==> config.mk <==
export PLATFORM = sky130hd
export DESIGN_NAME = sac_control
export DESIGN_NICKNAME = d
export VERILOG_FILES = /design/src/pkg/sac_pkg.sv /design/src/logic/sac_clk_div.sv /design/src/logic/sac_control.sv /design/src/logic/sac_sar_engine.sv
export SDC_FILE = /design/constraint.sdc
export NUM_CORES = 1
export LEC_CHECK = 0
export BUFFER_PORTS_ARGS = -buffer_cell sky130_fd_sc_hd__buf_2
export CAP_MARGIN = 15
export CORE_MARGIN = 2
export CORE_UTILIZATION = 57
export DETAILED_ROUTE_END_ITERATION = 8
export GPL_TIMING_DRIVEN = 0
export PLACE_DENSITY_LB_ADDON = 0.05
export SLEW_MARGIN = 20
export SYNTH_ARGS = -nofsm -noshare
export SYNTH_HDL_FRONTEND = slang
export SYNTH_HIERARCHICAL = 1
export SYNTH_SLANG_ARGS = --single-unit
==> constraint.sdc <==
create_clock -name clk -period 4.7 [get_ports clk]
set_input_delay 0.235 -clock clk [delete_from_list [all_inputs] [get_ports clk]]
set_output_delay 0.235 -clock clk [all_outputs]
set_load 0.005 [all_outputs]
==> src/pkg/sac_pkg.sv <==
package sac_pkg;

	// Register byte offsets on the word-aligned bus
	localparam logic [4:0] OFS_CONTROL_0   = 5'h00;
	localparam logic [4:0] OFS_CONTROL_1   = 5'h04;
	localparam logic [4:0] OFS_CONTROL_2   = 5'h08;
	localparam logic [4:0] OFS_BANDGAP     = 5'h0c;
	localparam logic [4:0] OFS_RESULT_LOW  = 5'h10;
	localparam logic [4:0] OFS_RESULT_HIGH = 5'h14;
	localparam logic [4:0] OFS_INT_CONTROL = 5'h18;
	localparam logic [4:0] OFS_PIN_SELECT  = 5'h1c;

	// Field positions in converter_control_0
	localparam int C0_START = 7;
	localparam int C0_BUSY  = 6;
	localparam int C0_POWER = 5;
	localparam int C0_FMT   = 4;
	localparam int C0_CHAN  = 0;
	// Field positions in converter_control_1
	localparam int C1_SRC   = 4;
	localparam int C1_CKDIV = 0;
	// Field positions in converter_control_2
	localparam int C2_AMP_EN = 7;
	localparam int C2_AMP_IN = 4;
	localparam int C2_REF    = 2;
	localparam int C2_GAIN   = 0;
	// Field positions in bandgap_control and interrupt control
	localparam int BG_EN     = 0;
	localparam int IC_GIE    = 0;
	localparam int IC_CIE    = 1;
	localparam int IC_FLAG   = 2;

	// Reset values
	localparam logic [7:0]  RST_BYTE = 8'h00;
	localparam logic [15:0] RST_PINS = 16'h0000;

	// Conversion timing in conversion-clock cycles
	localparam logic [3:0] SAMPLE_CYCLES  = 4'h4;
	localparam logic [3:0] CONVERT_CYCLES = 4'hc;
	localparam logic [3:0] LAST_CYCLE     = 4'hf;
	localparam int         RESULT_BITS    = 12;

	// Reference select codes
	localparam logic [1:0] REF_SUPPLY   = 2'h0;
	localparam logic [1:0] REF_EXTERNAL = 2'h1;

	// Sequencer states
	typedef enum logic [3:0] {
		ST_IDLE   = 4'b0001,
		ST_ARMED  = 4'b0010,
		ST_RUN    = 4'b0100,
		ST_FINISH = 4'b1000
	} sac_state_e;

endpackage : sac_pkg

==> src/logic/sac_clk_div.sv <==
`timescale 1ns/1ps
// Conversion clock as a one-cycle enable: system clock divided by 2**divider
module sac_clk_div (
	input  wire logic       clk,
	input  wire logic       reset_n,
	input  wire logic [2:0] divider,
	output logic            tick
);
	typedef struct packed {
		logic [6:0] cnt;
	} sac_div_s;

	sac_div_s   q_r;
	sac_div_s   q_nxt;
	logic [6:0] mask;

	// Mask of low counter bits that must all be set for a tick
	// power-of-two divide
	assign mask = 7'((8'h01 << divider) - 8'h01);
	assign tick = ((q_r.cnt & mask) == mask);

	// Free running counter; a divider change only shifts phase
	always_comb begin
		q_nxt     = q_r;
		q_nxt.cnt = q_r.cnt + 7'h01;
	end

	always_ff @(posedge clk or negedge reset_n) begin
		if (!reset_n) begin
			q_r <= '0;
		end else begin
			q_r <= q_nxt;
		end
	end
endmodule : sac_clk_div

==> src/logic/sac_control.sv <==
`timescale 1ns/1ps
module sac_control (
	input  wire logic        clk,
	input  wire logic        reset_n,
	// Avalon-MM slave
	input  wire logic [4:0]  avs_address,
	input  wire logic        avs_read,
	input  wire logic        avs_write,
	input  wire logic [31:0] avs_writedata,
	input  wire logic [3:0]  avs_byteenable,
	output logic [31:0]      avs_readdata,
	output logic             avs_waitrequest,
	// Analog front end
	input  wire logic        comparator_high,
	output logic             analog_power_en,
	output logic [1:0]       reference_select,
	output logic [1:0]       amp_gain_select,
	output logic             amp_enable,
	output logic             amp_input_select,
	output logic             bandgap_enable,
	output logic             bandgap_output_oe,
	output logic [3:0]       input_source_select,
	output logic             external_path_en,
	output logic [15:0]      channel_connect,
	output logic             sample_en,
	output logic [11:0]      sar_dac_code,
	// Shared pin control
	output logic [15:0]      pin_analog_mode,
	output logic [15:0]      pullup_disable,
	output logic [15:0]      direction_override,
	// Interrupt request
	output logic             converter_irq
);
	typedef struct packed {
		sac_pkg::sac_state_e st;
		logic        start;
		logic        power_on;
		logic        fmt;
		logic [3:0]  chan;
		logic [3:0]  src;
		logic [2:0]  ckdiv;
		logic        amp_en;
		logic        amp_in;
		logic [1:0]  ref_sel;
		logic [1:0]  gain;
		logic        bg_en;
		logic        gie;
		logic        cie;
		logic        flag;
		logic        busy;
		logic [7:0]  res_hi;
		logic [7:0]  res_lo;
		logic [15:0] pinsel;
		logic [3:0]  cnt;
		logic        ack;
		logic [31:0] rdata;
	} sac_ctl_s;

	sac_ctl_s    q_r;
	sac_ctl_s    q_nxt;
	logic        conv_tick;
	logic        sar_load;
	logic        sar_step;
	logic [11:0] result;
	logic        ext_sel;
	logic        wr_go;

	// True when the source code routes an external pin to the converter
	function automatic logic is_external(input logic [3:0] code);
		is_external = (code == 4'h0) || (code == 4'h4) || (code[3:2] == 2'b11);
	endfunction : is_external

	// Address decode shared by read and write paths
	function automatic logic is_reg(input logic [4:0] a, input logic [4:0] ofs);
		is_reg = (a == ofs);
	endfunction : is_reg

	sac_clk_div u_div (
		.clk     (clk),
		.reset_n (reset_n),
		.divider (q_r.ckdiv),
		.tick    (conv_tick)
	);

	sac_sar_engine u_sar (
		.clk             (clk),
		.reset_n         (reset_n),
		.load            (sar_load),
		.step            (sar_step),
		.comparator_high (comparator_high),
		.dac_code        (result)
	);

	// Bus answers after one wait cycle so read data comes from a flop
	assign avs_waitrequest = (avs_read | avs_write) & ~q_r.ack;
	assign avs_readdata    = q_r.rdata;
	assign wr_go           = avs_write & q_r.ack;

	// Sequencer strobes toward the SAR engine
	// count begins on the first conversion clock after start falls
	assign sar_load  = (q_r.st == sac_pkg::ST_ARMED) & conv_tick;
	// last twelve cycles decide one bit each
	assign sar_step  = (q_r.st == sac_pkg::ST_RUN) & conv_tick
		& (q_r.cnt >= sac_pkg::SAMPLE_CYCLES);
	assign sample_en = (q_r.st == sac_pkg::ST_RUN) & (q_r.cnt < sac_pkg::SAMPLE_CYCLES);
	assign sar_dac_code = result;

	// Analog controls follow the registers directly, except the gated external path
	// power gate
	assign analog_power_en     = q_r.power_on;
	// reference choice, 1x means amplifier output
	assign reference_select    = q_r.ref_sel;
	assign amp_gain_select     = q_r.gain;
	assign amp_enable          = q_r.amp_en;
	assign amp_input_select    = q_r.amp_in;
	assign bandgap_enable      = q_r.bg_en;
	assign bandgap_output_oe   = q_r.bg_en;
	// internal codes pass to the analog mux as is
	assign input_source_select = q_r.src;
	assign ext_sel             = is_external(q_r.src);
	// external path off for internal sources
	assign external_path_en    = ext_sel & q_r.power_on;
	assign converter_irq       = q_r.flag & q_r.gie & q_r.cie;

	// Per-pin switches; a pin connects only if both its mode and the channel agree
	generate
		for (genvar i = 0; i < 16; i++) begin : g_pin
			// analog mode drops digital functions and pull-high
			assign pin_analog_mode[i]    = q_r.pinsel[i];
			assign pullup_disable[i]     = q_r.pinsel[i];
			assign direction_override[i] = q_r.pinsel[i];
			// channel field picks one of sixteen pins
			assign channel_connect[i]    = external_path_en & q_r.pinsel[i]
				& (q_r.chan == 4'(i));
		end
	endgenerate

	// Next state: bus access, register writes and the conversion sequence
	always_comb begin
		q_nxt     = q_r;
		q_nxt.ack = (avs_read | avs_write) & ~q_r.ack;

		// Read data captured in the wait cycle, stands at the answering edge
		q_nxt.rdata = 32'h0000_0000;
		if (avs_read & ~q_r.ack) begin
			unique case (1'b1)
				is_reg(avs_address, sac_pkg::OFS_CONTROL_0): begin
					q_nxt.rdata[sac_pkg::C0_START]     = q_r.start;
					q_nxt.rdata[sac_pkg::C0_BUSY]      = q_r.busy;
					q_nxt.rdata[sac_pkg::C0_POWER]     = q_r.power_on;
					q_nxt.rdata[sac_pkg::C0_FMT]       = q_r.fmt;
					q_nxt.rdata[sac_pkg::C0_CHAN +: 4] = q_r.chan;
				end
				is_reg(avs_address, sac_pkg::OFS_CONTROL_1): begin
					q_nxt.rdata[sac_pkg::C1_SRC +: 4]   = q_r.src;
					q_nxt.rdata[sac_pkg::C1_CKDIV +: 3] = q_r.ckdiv;
				end
				is_reg(avs_address, sac_pkg::OFS_CONTROL_2): begin
					q_nxt.rdata[sac_pkg::C2_AMP_EN]    = q_r.amp_en;
					q_nxt.rdata[sac_pkg::C2_AMP_IN]    = q_r.amp_in;
					q_nxt.rdata[sac_pkg::C2_REF +: 2]  = q_r.ref_sel;
					q_nxt.rdata[sac_pkg::C2_GAIN +: 2] = q_r.gain;
				end
				is_reg(avs_address, sac_pkg::OFS_BANDGAP): begin
					q_nxt.rdata[sac_pkg::BG_EN] = q_r.bg_en;
				end
				is_reg(avs_address, sac_pkg::OFS_RESULT_LOW): begin
					q_nxt.rdata[7:0] = q_r.res_lo;
				end
				is_reg(avs_address, sac_pkg::OFS_RESULT_HIGH): begin
					q_nxt.rdata[7:0] = q_r.res_hi;
				end
				is_reg(avs_address, sac_pkg::OFS_INT_CONTROL): begin
					q_nxt.rdata[sac_pkg::IC_GIE]  = q_r.gie;
					q_nxt.rdata[sac_pkg::IC_CIE]  = q_r.cie;
					q_nxt.rdata[sac_pkg::IC_FLAG] = q_r.flag;
				end
				is_reg(avs_address, sac_pkg::OFS_PIN_SELECT): begin
					q_nxt.rdata[15:0] = q_r.pinsel;
				end
				default: begin
					q_nxt.rdata = 32'h0000_0000;
				end
			endcase
		end

		// Register writes; only byte lanes that carry a field are honoured
		if (wr_go && avs_byteenable[0]) begin
			unique case (1'b1)
				is_reg(avs_address, sac_pkg::OFS_CONTROL_0): begin
					q_nxt.start    = avs_writedata[sac_pkg::C0_START];
					q_nxt.power_on = avs_writedata[sac_pkg::C0_POWER];
					q_nxt.fmt      = avs_writedata[sac_pkg::C0_FMT];
					q_nxt.chan     = avs_writedata[sac_pkg::C0_CHAN +: 4];
				end
				is_reg(avs_address, sac_pkg::OFS_CONTROL_1): begin
					q_nxt.src   = avs_writedata[sac_pkg::C1_SRC +: 4];
					q_nxt.ckdiv = avs_writedata[sac_pkg::C1_CKDIV +: 3];
				end
				is_reg(avs_address, sac_pkg::OFS_CONTROL_2): begin
					q_nxt.amp_en  = avs_writedata[sac_pkg::C2_AMP_EN];
					q_nxt.amp_in  = avs_writedata[sac_pkg::C2_AMP_IN];
					q_nxt.ref_sel = avs_writedata[sac_pkg::C2_REF +: 2];
					q_nxt.gain    = avs_writedata[sac_pkg::C2_GAIN +: 2];
				end
				is_reg(avs_address, sac_pkg::OFS_BANDGAP): begin
					q_nxt.bg_en = avs_writedata[sac_pkg::BG_EN];
				end
				is_reg(avs_address, sac_pkg::OFS_INT_CONTROL): begin
					q_nxt.gie  = avs_writedata[sac_pkg::IC_GIE];
					q_nxt.cie  = avs_writedata[sac_pkg::IC_CIE];
					q_nxt.flag = avs_writedata[sac_pkg::IC_FLAG];
				end
				is_reg(avs_address, sac_pkg::OFS_PIN_SELECT): begin
					q_nxt.pinsel[7:0] = avs_writedata[7:0];
				end
				default: begin
				end
			endcase
		end
		if (wr_go && avs_byteenable[1] && is_reg(avs_address, sac_pkg::OFS_PIN_SELECT)) begin
			q_nxt.pinsel[15:8] = avs_writedata[15:8];
		end

		// Conversion sequence
		unique case (q_r.st)
			sac_pkg::ST_IDLE: begin
				// falling start edge arms a conversion
				if (q_r.start && !q_nxt.start && q_nxt.power_on) begin
					q_nxt.st = sac_pkg::ST_ARMED;
				end
			end
			sac_pkg::ST_ARMED: begin
				if (conv_tick) begin
					// busy rises on this conversion clock
					q_nxt.st   = sac_pkg::ST_RUN;
					q_nxt.busy = 1'b1;
					q_nxt.cnt  = 4'h0;
				end
			end
			sac_pkg::ST_RUN: begin
				if (conv_tick) begin
					q_nxt.cnt = q_r.cnt + 4'h1;
					if (q_r.cnt == sac_pkg::LAST_CYCLE) begin
						q_nxt.st = sac_pkg::ST_FINISH;
					end
				end
			end
			sac_pkg::ST_FINISH: begin
				// SAR settles one system clock after the last step
				q_nxt.st   = sac_pkg::ST_IDLE;
				// busy drops together with results becoming valid
				q_nxt.busy = 1'b0;
				if (q_r.fmt) begin
					q_nxt.res_hi = {4'h0, result[11:8]};
					q_nxt.res_lo = result[7:0];
				end else begin
					q_nxt.res_hi = result[11:4];
					q_nxt.res_lo = {result[3:0], 4'h0};
				end
				// completion sets the flag; set wins over a same-cycle clear
				q_nxt.flag = 1'b1;
			end
			default: begin
				q_nxt.st = sac_pkg::ST_IDLE;
			end
		endcase

		// start held high, or power off, keeps the converter in reset
		if (q_nxt.start || !q_nxt.power_on) begin
			q_nxt.busy = 1'b0;
			if (q_r.st != sac_pkg::ST_FINISH) begin
				q_nxt.st = sac_pkg::ST_IDLE;
			end
		end
	end

	// results change only in the finish state above
	always_ff @(posedge clk or negedge reset_n) begin
		if (!reset_n) begin
			q_r        <= '0;
			q_r.st     <= sac_pkg::ST_IDLE;
			q_r.res_hi <= sac_pkg::RST_BYTE;
			q_r.res_lo <= sac_pkg::RST_BYTE;
			q_r.pinsel <= sac_pkg::RST_PINS;
		end else begin
			q_r <= q_nxt;
		end
	end
endmodule : sac_control

==> src/logic/sac_sar_engine.sv <==
`timescale 1ns/1ps
// Successive approximation register: one bit decided per step
module sac_sar_engine (
	input  wire logic        clk,
	input  wire logic        reset_n,
	input  wire logic        load,
	input  wire logic        step,
	input  wire logic        comparator_high,
	output logic [11:0]      dac_code
);
	typedef struct packed {
		logic [11:0] code;
		logic [11:0] trial;
	} sac_sar_s;

	sac_sar_s q_r;
	sac_sar_s q_nxt;

	assign dac_code = q_r.code;

	// Keep the trial bit if the input is above the DAC, then try the next one
	always_comb begin
		q_nxt = q_r;
		if (load) begin
			q_nxt.code  = 12'h800;
			q_nxt.trial = 12'h800;
		end else if (step) begin
			q_nxt.code  = (comparator_high ? q_r.code : (q_r.code & ~q_r.trial))
				| (q_r.trial >> 1);
			q_nxt.trial = q_r.trial >> 1;
		end
	end

	always_ff @(posedge clk or negedge reset_n) begin
		if (!reset_n) begin
			q_r <= '0;
		end else begin
			q_r <= q_nxt;
		end
	end
endmodule : sac_sar_engine

== Word level (Yosys, flattened, before mapping) ==
Index checks and enable logic that the tools add are counted.

* Register bits after elaboration: 129

* $add $sub $neg: 3
* Equal/unequal tests: 34
* Reductions and logical operators: 27
* Bitwise gates (word level): 48
* Order comparisons: 2
* Mux-type cells: 32
* Shifts and indexed selects: 1

{| class="wikitable"
|+ Operators by type and width
! kind !! number
|-
| two-way mux 24 bit || 3
|-
| bitwise AND 1 bit || 42
|-
| equality test 4 bit (second input constant) || 10
|-
| two-way mux 16 bit || 2
|-
| two-way mux 4 bit || 8
|-
| equality test 4 x 3 -> 1 bit (second input constant) || 6
|-
| equality test 5 bit (second input constant) || 4
|-
| AND reduction 2 bit || 8
|-
| two-way mux 7 bit || 2
|-
| one-hot mux 2 bit (7 select lines) || 1
|-
| bitwise AND 12 bit || 1
|-
| equality test 4 x 2 -> 1 bit (second input constant) || 3
|-
| two-way mux 12 bit || 1
|-
| inverter 12 bit || 1
|-
| OR 12 x 11 -> 12 bit || 1
|-
| one-hot mux 1 bit (6 select lines) || 2
|-
| one-hot mux 4 bit (3 select lines) || 1
|-
| equality test 5 x 4 -> 1 bit (second input constant) || 2
|-
| one-hot mux 2 bit (5 select lines) || 1
|-
| equality test 4 x 1 -> 1 bit (second input constant) || 2
|-
| zero test 4 bit || 2
|-
| two-way mux 8 bit || 1
|-
| one-hot mux 1 bit (8 select lines) || 1
|-
| one-hot mux 4 bit (2 select lines) || 1
|-
| other kinds (27) || 41
|}

== Depth between registers and ports, before layout ==
* Word-level depth: 10
* Mapped depth: 10
* Depth with buffers taken out: 8

== Modules after synthesis ==
The synthesis kept the hierarchy.

{| class="wikitable"
|+ Modules (own cells, without submodules)
! module !! area an instance (um^2) !! times used !! seq. area each (um^2) !! cells an instance
|-
| sac_control || 4513.1 || 1 || 2053.2 || 433
|-
| sac_sar_engine || 1099.8 || 1 || 600.6 || 103
|-
| sac_clk_div || 325.3 || 1 || 175.2 || 28
|}

== Least setup slack after synthesis ==
Ideal clock, no wire load.

* Kind: flip-flop to flip-flop
* From: register q_r[81] in the netlist's numbering
* To: register u_sar.q_r, in the netlist u_sar/dac_code[3]
* Setup time: 0.138 ns
* Path slack: 2.144 ns
* Path buffers: 1
* Arrival: 2.418 ns
* Cell stages (with the launch flop): 8
* Path through: dfrtp_1 nor2_1 nor2_1 a211oi_2 a2bb2oi_1 nor4b_1 clkbuf_1 a311oi_1

* Elaborated cells between the ends (all ways): 9
* Classes of those cells: add/sub (1); eq/ne (1); shift (1); mux (1); bitwise (4); reduce/logical (1)

{| class="wikitable"
|+ RTL lines
! item !! RTL line !! text
|-
| start, declared || sac_control.sv:59 || <nowiki>sac_ctl_s q_r;</nowiki>
|-
| start signal, assigned || sac_control.sv:287 || <nowiki>q_r <= q_nxt;</nowiki>
|-
| left shift 1 x 3 -> 7 bit * || sac_clk_div.sv:19 || <nowiki>assign mask = 7'((8'h01 << divider) - 8'h01);</nowiki>
|-
| subtractor 7 x 1 -> 7 bit * || sac_clk_div.sv:19 ||
|-
| bitwise AND 7 bit || sac_clk_div.sv:20 || <nowiki>assign tick = ((q_r.cnt & mask) == mask);</nowiki>
|-
| equality test 7 bit * || sac_clk_div.sv:20 ||
|-
| named net conv_tick || sac_control.sv:61 || <nowiki>logic conv_tick;</nowiki>
|-
| bitwise AND 1 bit * || sac_control.sv:101 || <nowiki>assign sar_load = (q_r.st == sac_pkg::ST_ARMED) & conv_tick;</nowiki>
|-
| named net sar_load || sac_control.sv:62 || <nowiki>logic sar_load;</nowiki>
|-
| two-way mux 24 bit / nonzero test 2 bit (equally long branches) || n/a ||
|-
| end signal, assigned || sac_sar_engine.sv:38 || <nowiki>q_r <= q_nxt;</nowiki>
|-
| end, declared || sac_sar_engine.sv:16 || <nowiki>sac_sar_s q_r;</nowiki>
|}

The timed path passes the listed nets; every way through them passes the cells marked *.
A chain may end at the register's enable or synchronous reset.

== Worst setup path in the final report ==
* From: register q_r[81] in the netlist's numbering
* To: register u_sar.q_r, in the netlist u_sar/dac_code[8]

Same word-level chain as after synthesis.

==> results by stage <==
STA:
- The max-slew violation count is 0.
- The final critical path takes up between 50 and 60% of the cycle.
- The hold slack is 0.02302 ns.
- Setup total negative slack on the finished layout was measured at 0 ns.
- Setup repair after global routing left no endpoint under its margin.
- The final count of negative-setup-slack endpoints is 0.
- The transition time of the tightest slew-check pin is roughly 0.75 ns.
- The remaining max-slew budget at the tightest pin is about half.
- The worst setup margin is approximately 1.9 ns.
- Across the routed clock network, the largest skew measured is slightly above 0.006 ns.
- The final number of hold-violating endpoints is 0.
- Based on the critical path, the design can be clocked at up to around 360 MHz.
- For the finished layout, the period the worst path requires is about 2.8 ns.

Clock tree:
- The number of buffers created by CTS is 17.
- Counting every sink on the clock net gives approximately 110.
- The maximum level of the CTS H-tree is 4.
- The longest clock path from root to sink contains 2 buffers.
- The number of buffers added for setup after CTS is 0.
- In this run the clock root is driven by a clkbuf_8.
- The hold-fix buffer count after cts is 12.
- TritonCTS built the clock tree.
- The clock transition time at the flip-flop clock pins of the worst setup and hold paths is about 0.06 ns.
- The clock latency at the later pin of the worst-skew pair is ~0.51 ns.
- The quantity of gates resized following cts is 0.

Synth:
- After synthesis, the share of flip-flops with an asynchronous set or reset is 100.0%.
- The cell area that synthesis handed to floorplanning was between 5000 and 6000 µm².
- The most instantiated flip-flop cell in the synthesis netlist is dfrtp_1.
- Synthesis produced a netlist whose cell count is between 500 and 600.
- The portion of the post-synthesis area used by sequential elements is a little under half.
- The netlist uses between 50 and 60 different library cells.
- By area the synthesized netlist is led by dfrtp_1, buf_4, mux2_2, mux2i_1, nand2_1.
- Each instance of the synthesized netlist takes up on average ~11 µm².
- During synthesis, Yosys emitted a total of 6 warnings.
- In this run the biggest area consumer among cell types represents a little under half of the synthesized area.
- By instance count, the leading cell after synthesis is dfrtp_1.
- Yosys mapped a number of flops with a built-in enable equal to 0.
- The commonest cells after synthesis are dfrtp_1, buf_4, nand2_1.
- The most area-hungry cell type in the Yosys netlist is dfrtp_1.
- The flip-flop and latch count after synthesis is approximately 110.

Min path:
- The worst hold path class is input port to flop.

Pwr:
- The overall power consumption is around 2.7 mW.
- Of the total power, the share spent switching nets is between 20 and 25%.
- The leakage power figure is approximately 4.0 nW.
- The proportion of power drawn by combinational gates is around a tenth.
- The power density over cell area is roughly 350 nW/µm².
- Registers are responsible for 38.6% of the overall power.
- IR analysis of the VDD net gives a maximum drop of ~250 µV.
- Cell internal power was estimated by the tool at roughly 2.1 mW.
- The switching power total is a little over 0.6 mW.
- Of the total power, the clock network draws between 50% and 60%.

Setup path:
- The worst setup path is of the flop to flop kind.
- Traced cell by cell, the critical path runs through nor2_1 > nor2_1 > a211oi_2 > a2bb2oi_1 > nor4b_2 > buf_4 > clkbuf_1 > a311oi_1.
- The largest stage delay on the critical path is between 0.5 and 0.6 ns.
- The worst setup path is captured at a flop.
- Data on the critical path is required at its endpoint by 5.07 ns.
- The cell occurring most often along the worst timing path is nor2_1.
- The worst-path cell with the longest stage delay is nor4b_2.
- The worst setup path is launched from a flop.
- Along the worst path, the maximum fanout reaches 10.
- The arrival time at the worst endpoint is approximately 3.1 ns.

Placed design:
- The weighted congestion at the end of routability-driven global placement is 0.8403.
- Summed over all nets, the half-perimeter wirelength after detailed placement is 10700 µm.
- The number of instances in the placed design is between 800 and 900.
- The instance area at placement is a little under 7000 µm².
- Before CTS, the worst setup slack after placement is around 2.0 ns.
- The number of I/O port buffers is 134.

Routing:
- The first detailed-routing pass took 5 iterations.
- The residual antenna-violating net count after detailed routing is 0.
- Using the TritonRoute via totals, the vias-per-cell ratio works out to 5.198.
- Summed over all layers, the routed wires come to 14570 µm.
- The number of DRC violations after detailed routing is 0.
- The overall via count from detail_route is roughly 4700.
- For this block, the initial DRC count from the detailed router was around 290.
- In the final routed layout, each cell accounts on average for about 16 µm.

Status:
- The flow ran to the end, and the final reports show no timing, DRC or antenna violations.

Final layout:
- The area growth from synthesis to layout is 29.04%.
- The number of nets in the layout is between 700 and 800.
- Cells fill about three quarters of the core in the end.
- The finished cells cover approximately 7700 µm².
- Cells with a size suffix above 1 make up 43.35% of the layout.
- 0 antenna diodes ended up in the layout.
- The non-filler instance count after layout is 895.

Floorplan:
- The core region is 10230 µm².
- The initial core utilization is 58.04%.
- The vertical die dimension is approximately 110 µm.
- The width of the chip is approximately 110 µm.
- The number of rows in the core area is 37.
- The total I/O pin count is 171.
- The die covers approximately 11000 µm².

Global routing:
- The via count of the first global-routing pass is between 4000 and 5000.
- The global route total overflow is 0.
- The initial antenna violation count came to 0.
- Entering global routing, the biggest net connects 66 pins.
- Across every metal layer, demand over resource in global routing totals between 20% and 30%.
- The wire length of the first global-routing pass is between 20000 and 25000 µm.

Run:
- The tool flagged a number of max-cap violations equal to 0.
==> critical path, delay by kind of cell, from the launching register on <==
| kind | cells | cell delay, ns |
|---|---|---|
| simple gates | 3 | 0.76 |
| compound gates | 3 | 0.72 |
| buf+inv | 2 | 0.70 |
| flops | 1 | 0.45 |
==> cells by family after synthesis <==
family / share of synthesized area [%]
flip-flops: 47.64
multiplexers: 11.67
XOR/XNOR: 0.7374
AND/OR/NAND/NOR: 14.75
buffers and inverters: 14.75
other: 0.06315
adder cells (fa/ha/maj): 0.4213
AO/OA/AOI/OAI: 9.966
==> area by class of cell <==
| cell class | instances | area, µm² |
|---|---|---|
| clock inverters | 12 | 203.9 |
| inverters | 5 | 18.77 |
| clock buffers | 20 | 455.4 |
| plain buffers | 120 | 857.1 |
| multi-input cells | 341 | 2296 |
| repair buffers | 148 | 832.0 |
| well taps | 136 | 170.2 |
| flip-flops and latches | 113 | 2829 |
| fillers | 731 | 2569 |
==> power groups by stage <==
stage	Clock, mW	Sequential, mW	Combinational, mW
final	1.41	1.05	0.258
after global routing	1.46	1.05	0.281
after detailed placement	0	1.06	0.250
after floorplan	0	1.05	0.150
after global placement	0	1.06	0.242
after CTS	1.42	1.05	0.260
==> state kept, by name (all words and copies together), names as in the netlist, 2 cells and up <==
| name | count |
|---|---|
| u_div/q_r | 7 |
| q_r | 38 |
| reference_select | 2 |
| u_sar/dac_code | 12 |
| amp_gain_select | 2 |
| direction_override | 16 |
| input_source_select | 4 |
| u_sar/q_r | 12 |
| avs_readdata | 16 |
==> cells in the final DEF (no fill, tap or decap), drive strengths merged, types with 6 or more instances in the layout <==
cell type / n
nand3: 7
and3: 14
nor3: 10
a311oi: 11
nor3b: 7
nand2b: 19
clkbuf: 32
a21o: 7
mux2i: 22
mux2: 40
a21oi: 34
dfrtp: 112
o21ai: 23
nor2: 27
dlygate4sd3: 12
inv: 6
nand2: 47
and2: 10
buf: 244
conb: 16
a22oi: 6
==> worst paths after layout <==
kind	end	start	slack, ns	depth (start not counted)
setup / recovery	u_sar/dac_code[8]	q_r[81]	1.94	8
min in group asynchronous	q_r[34]	reset_n	0.29	2
hold reg to reg	u_div/q_r[6]	u_div/q_r[6]	0.47	1
max in group asynchronous	q_r[94]	reset_n	3.73	3
setup reg to reg	u_sar/dac_code[8]	q_r[81]	1.94	8
hold / removal	input_source_select[0]	avs_writedata[4]	0.02	2
==> layer usage <==
layer	up-vias	GRT usage (%)	routed length [µm]
met3	17	5.089	683
met5	-	0	0
met2	139	46.91	7435
li1	2227	-	-
met4	0	8.835	236
met1	2269	33.28	6215
Power figures use the tool's default switching activity.
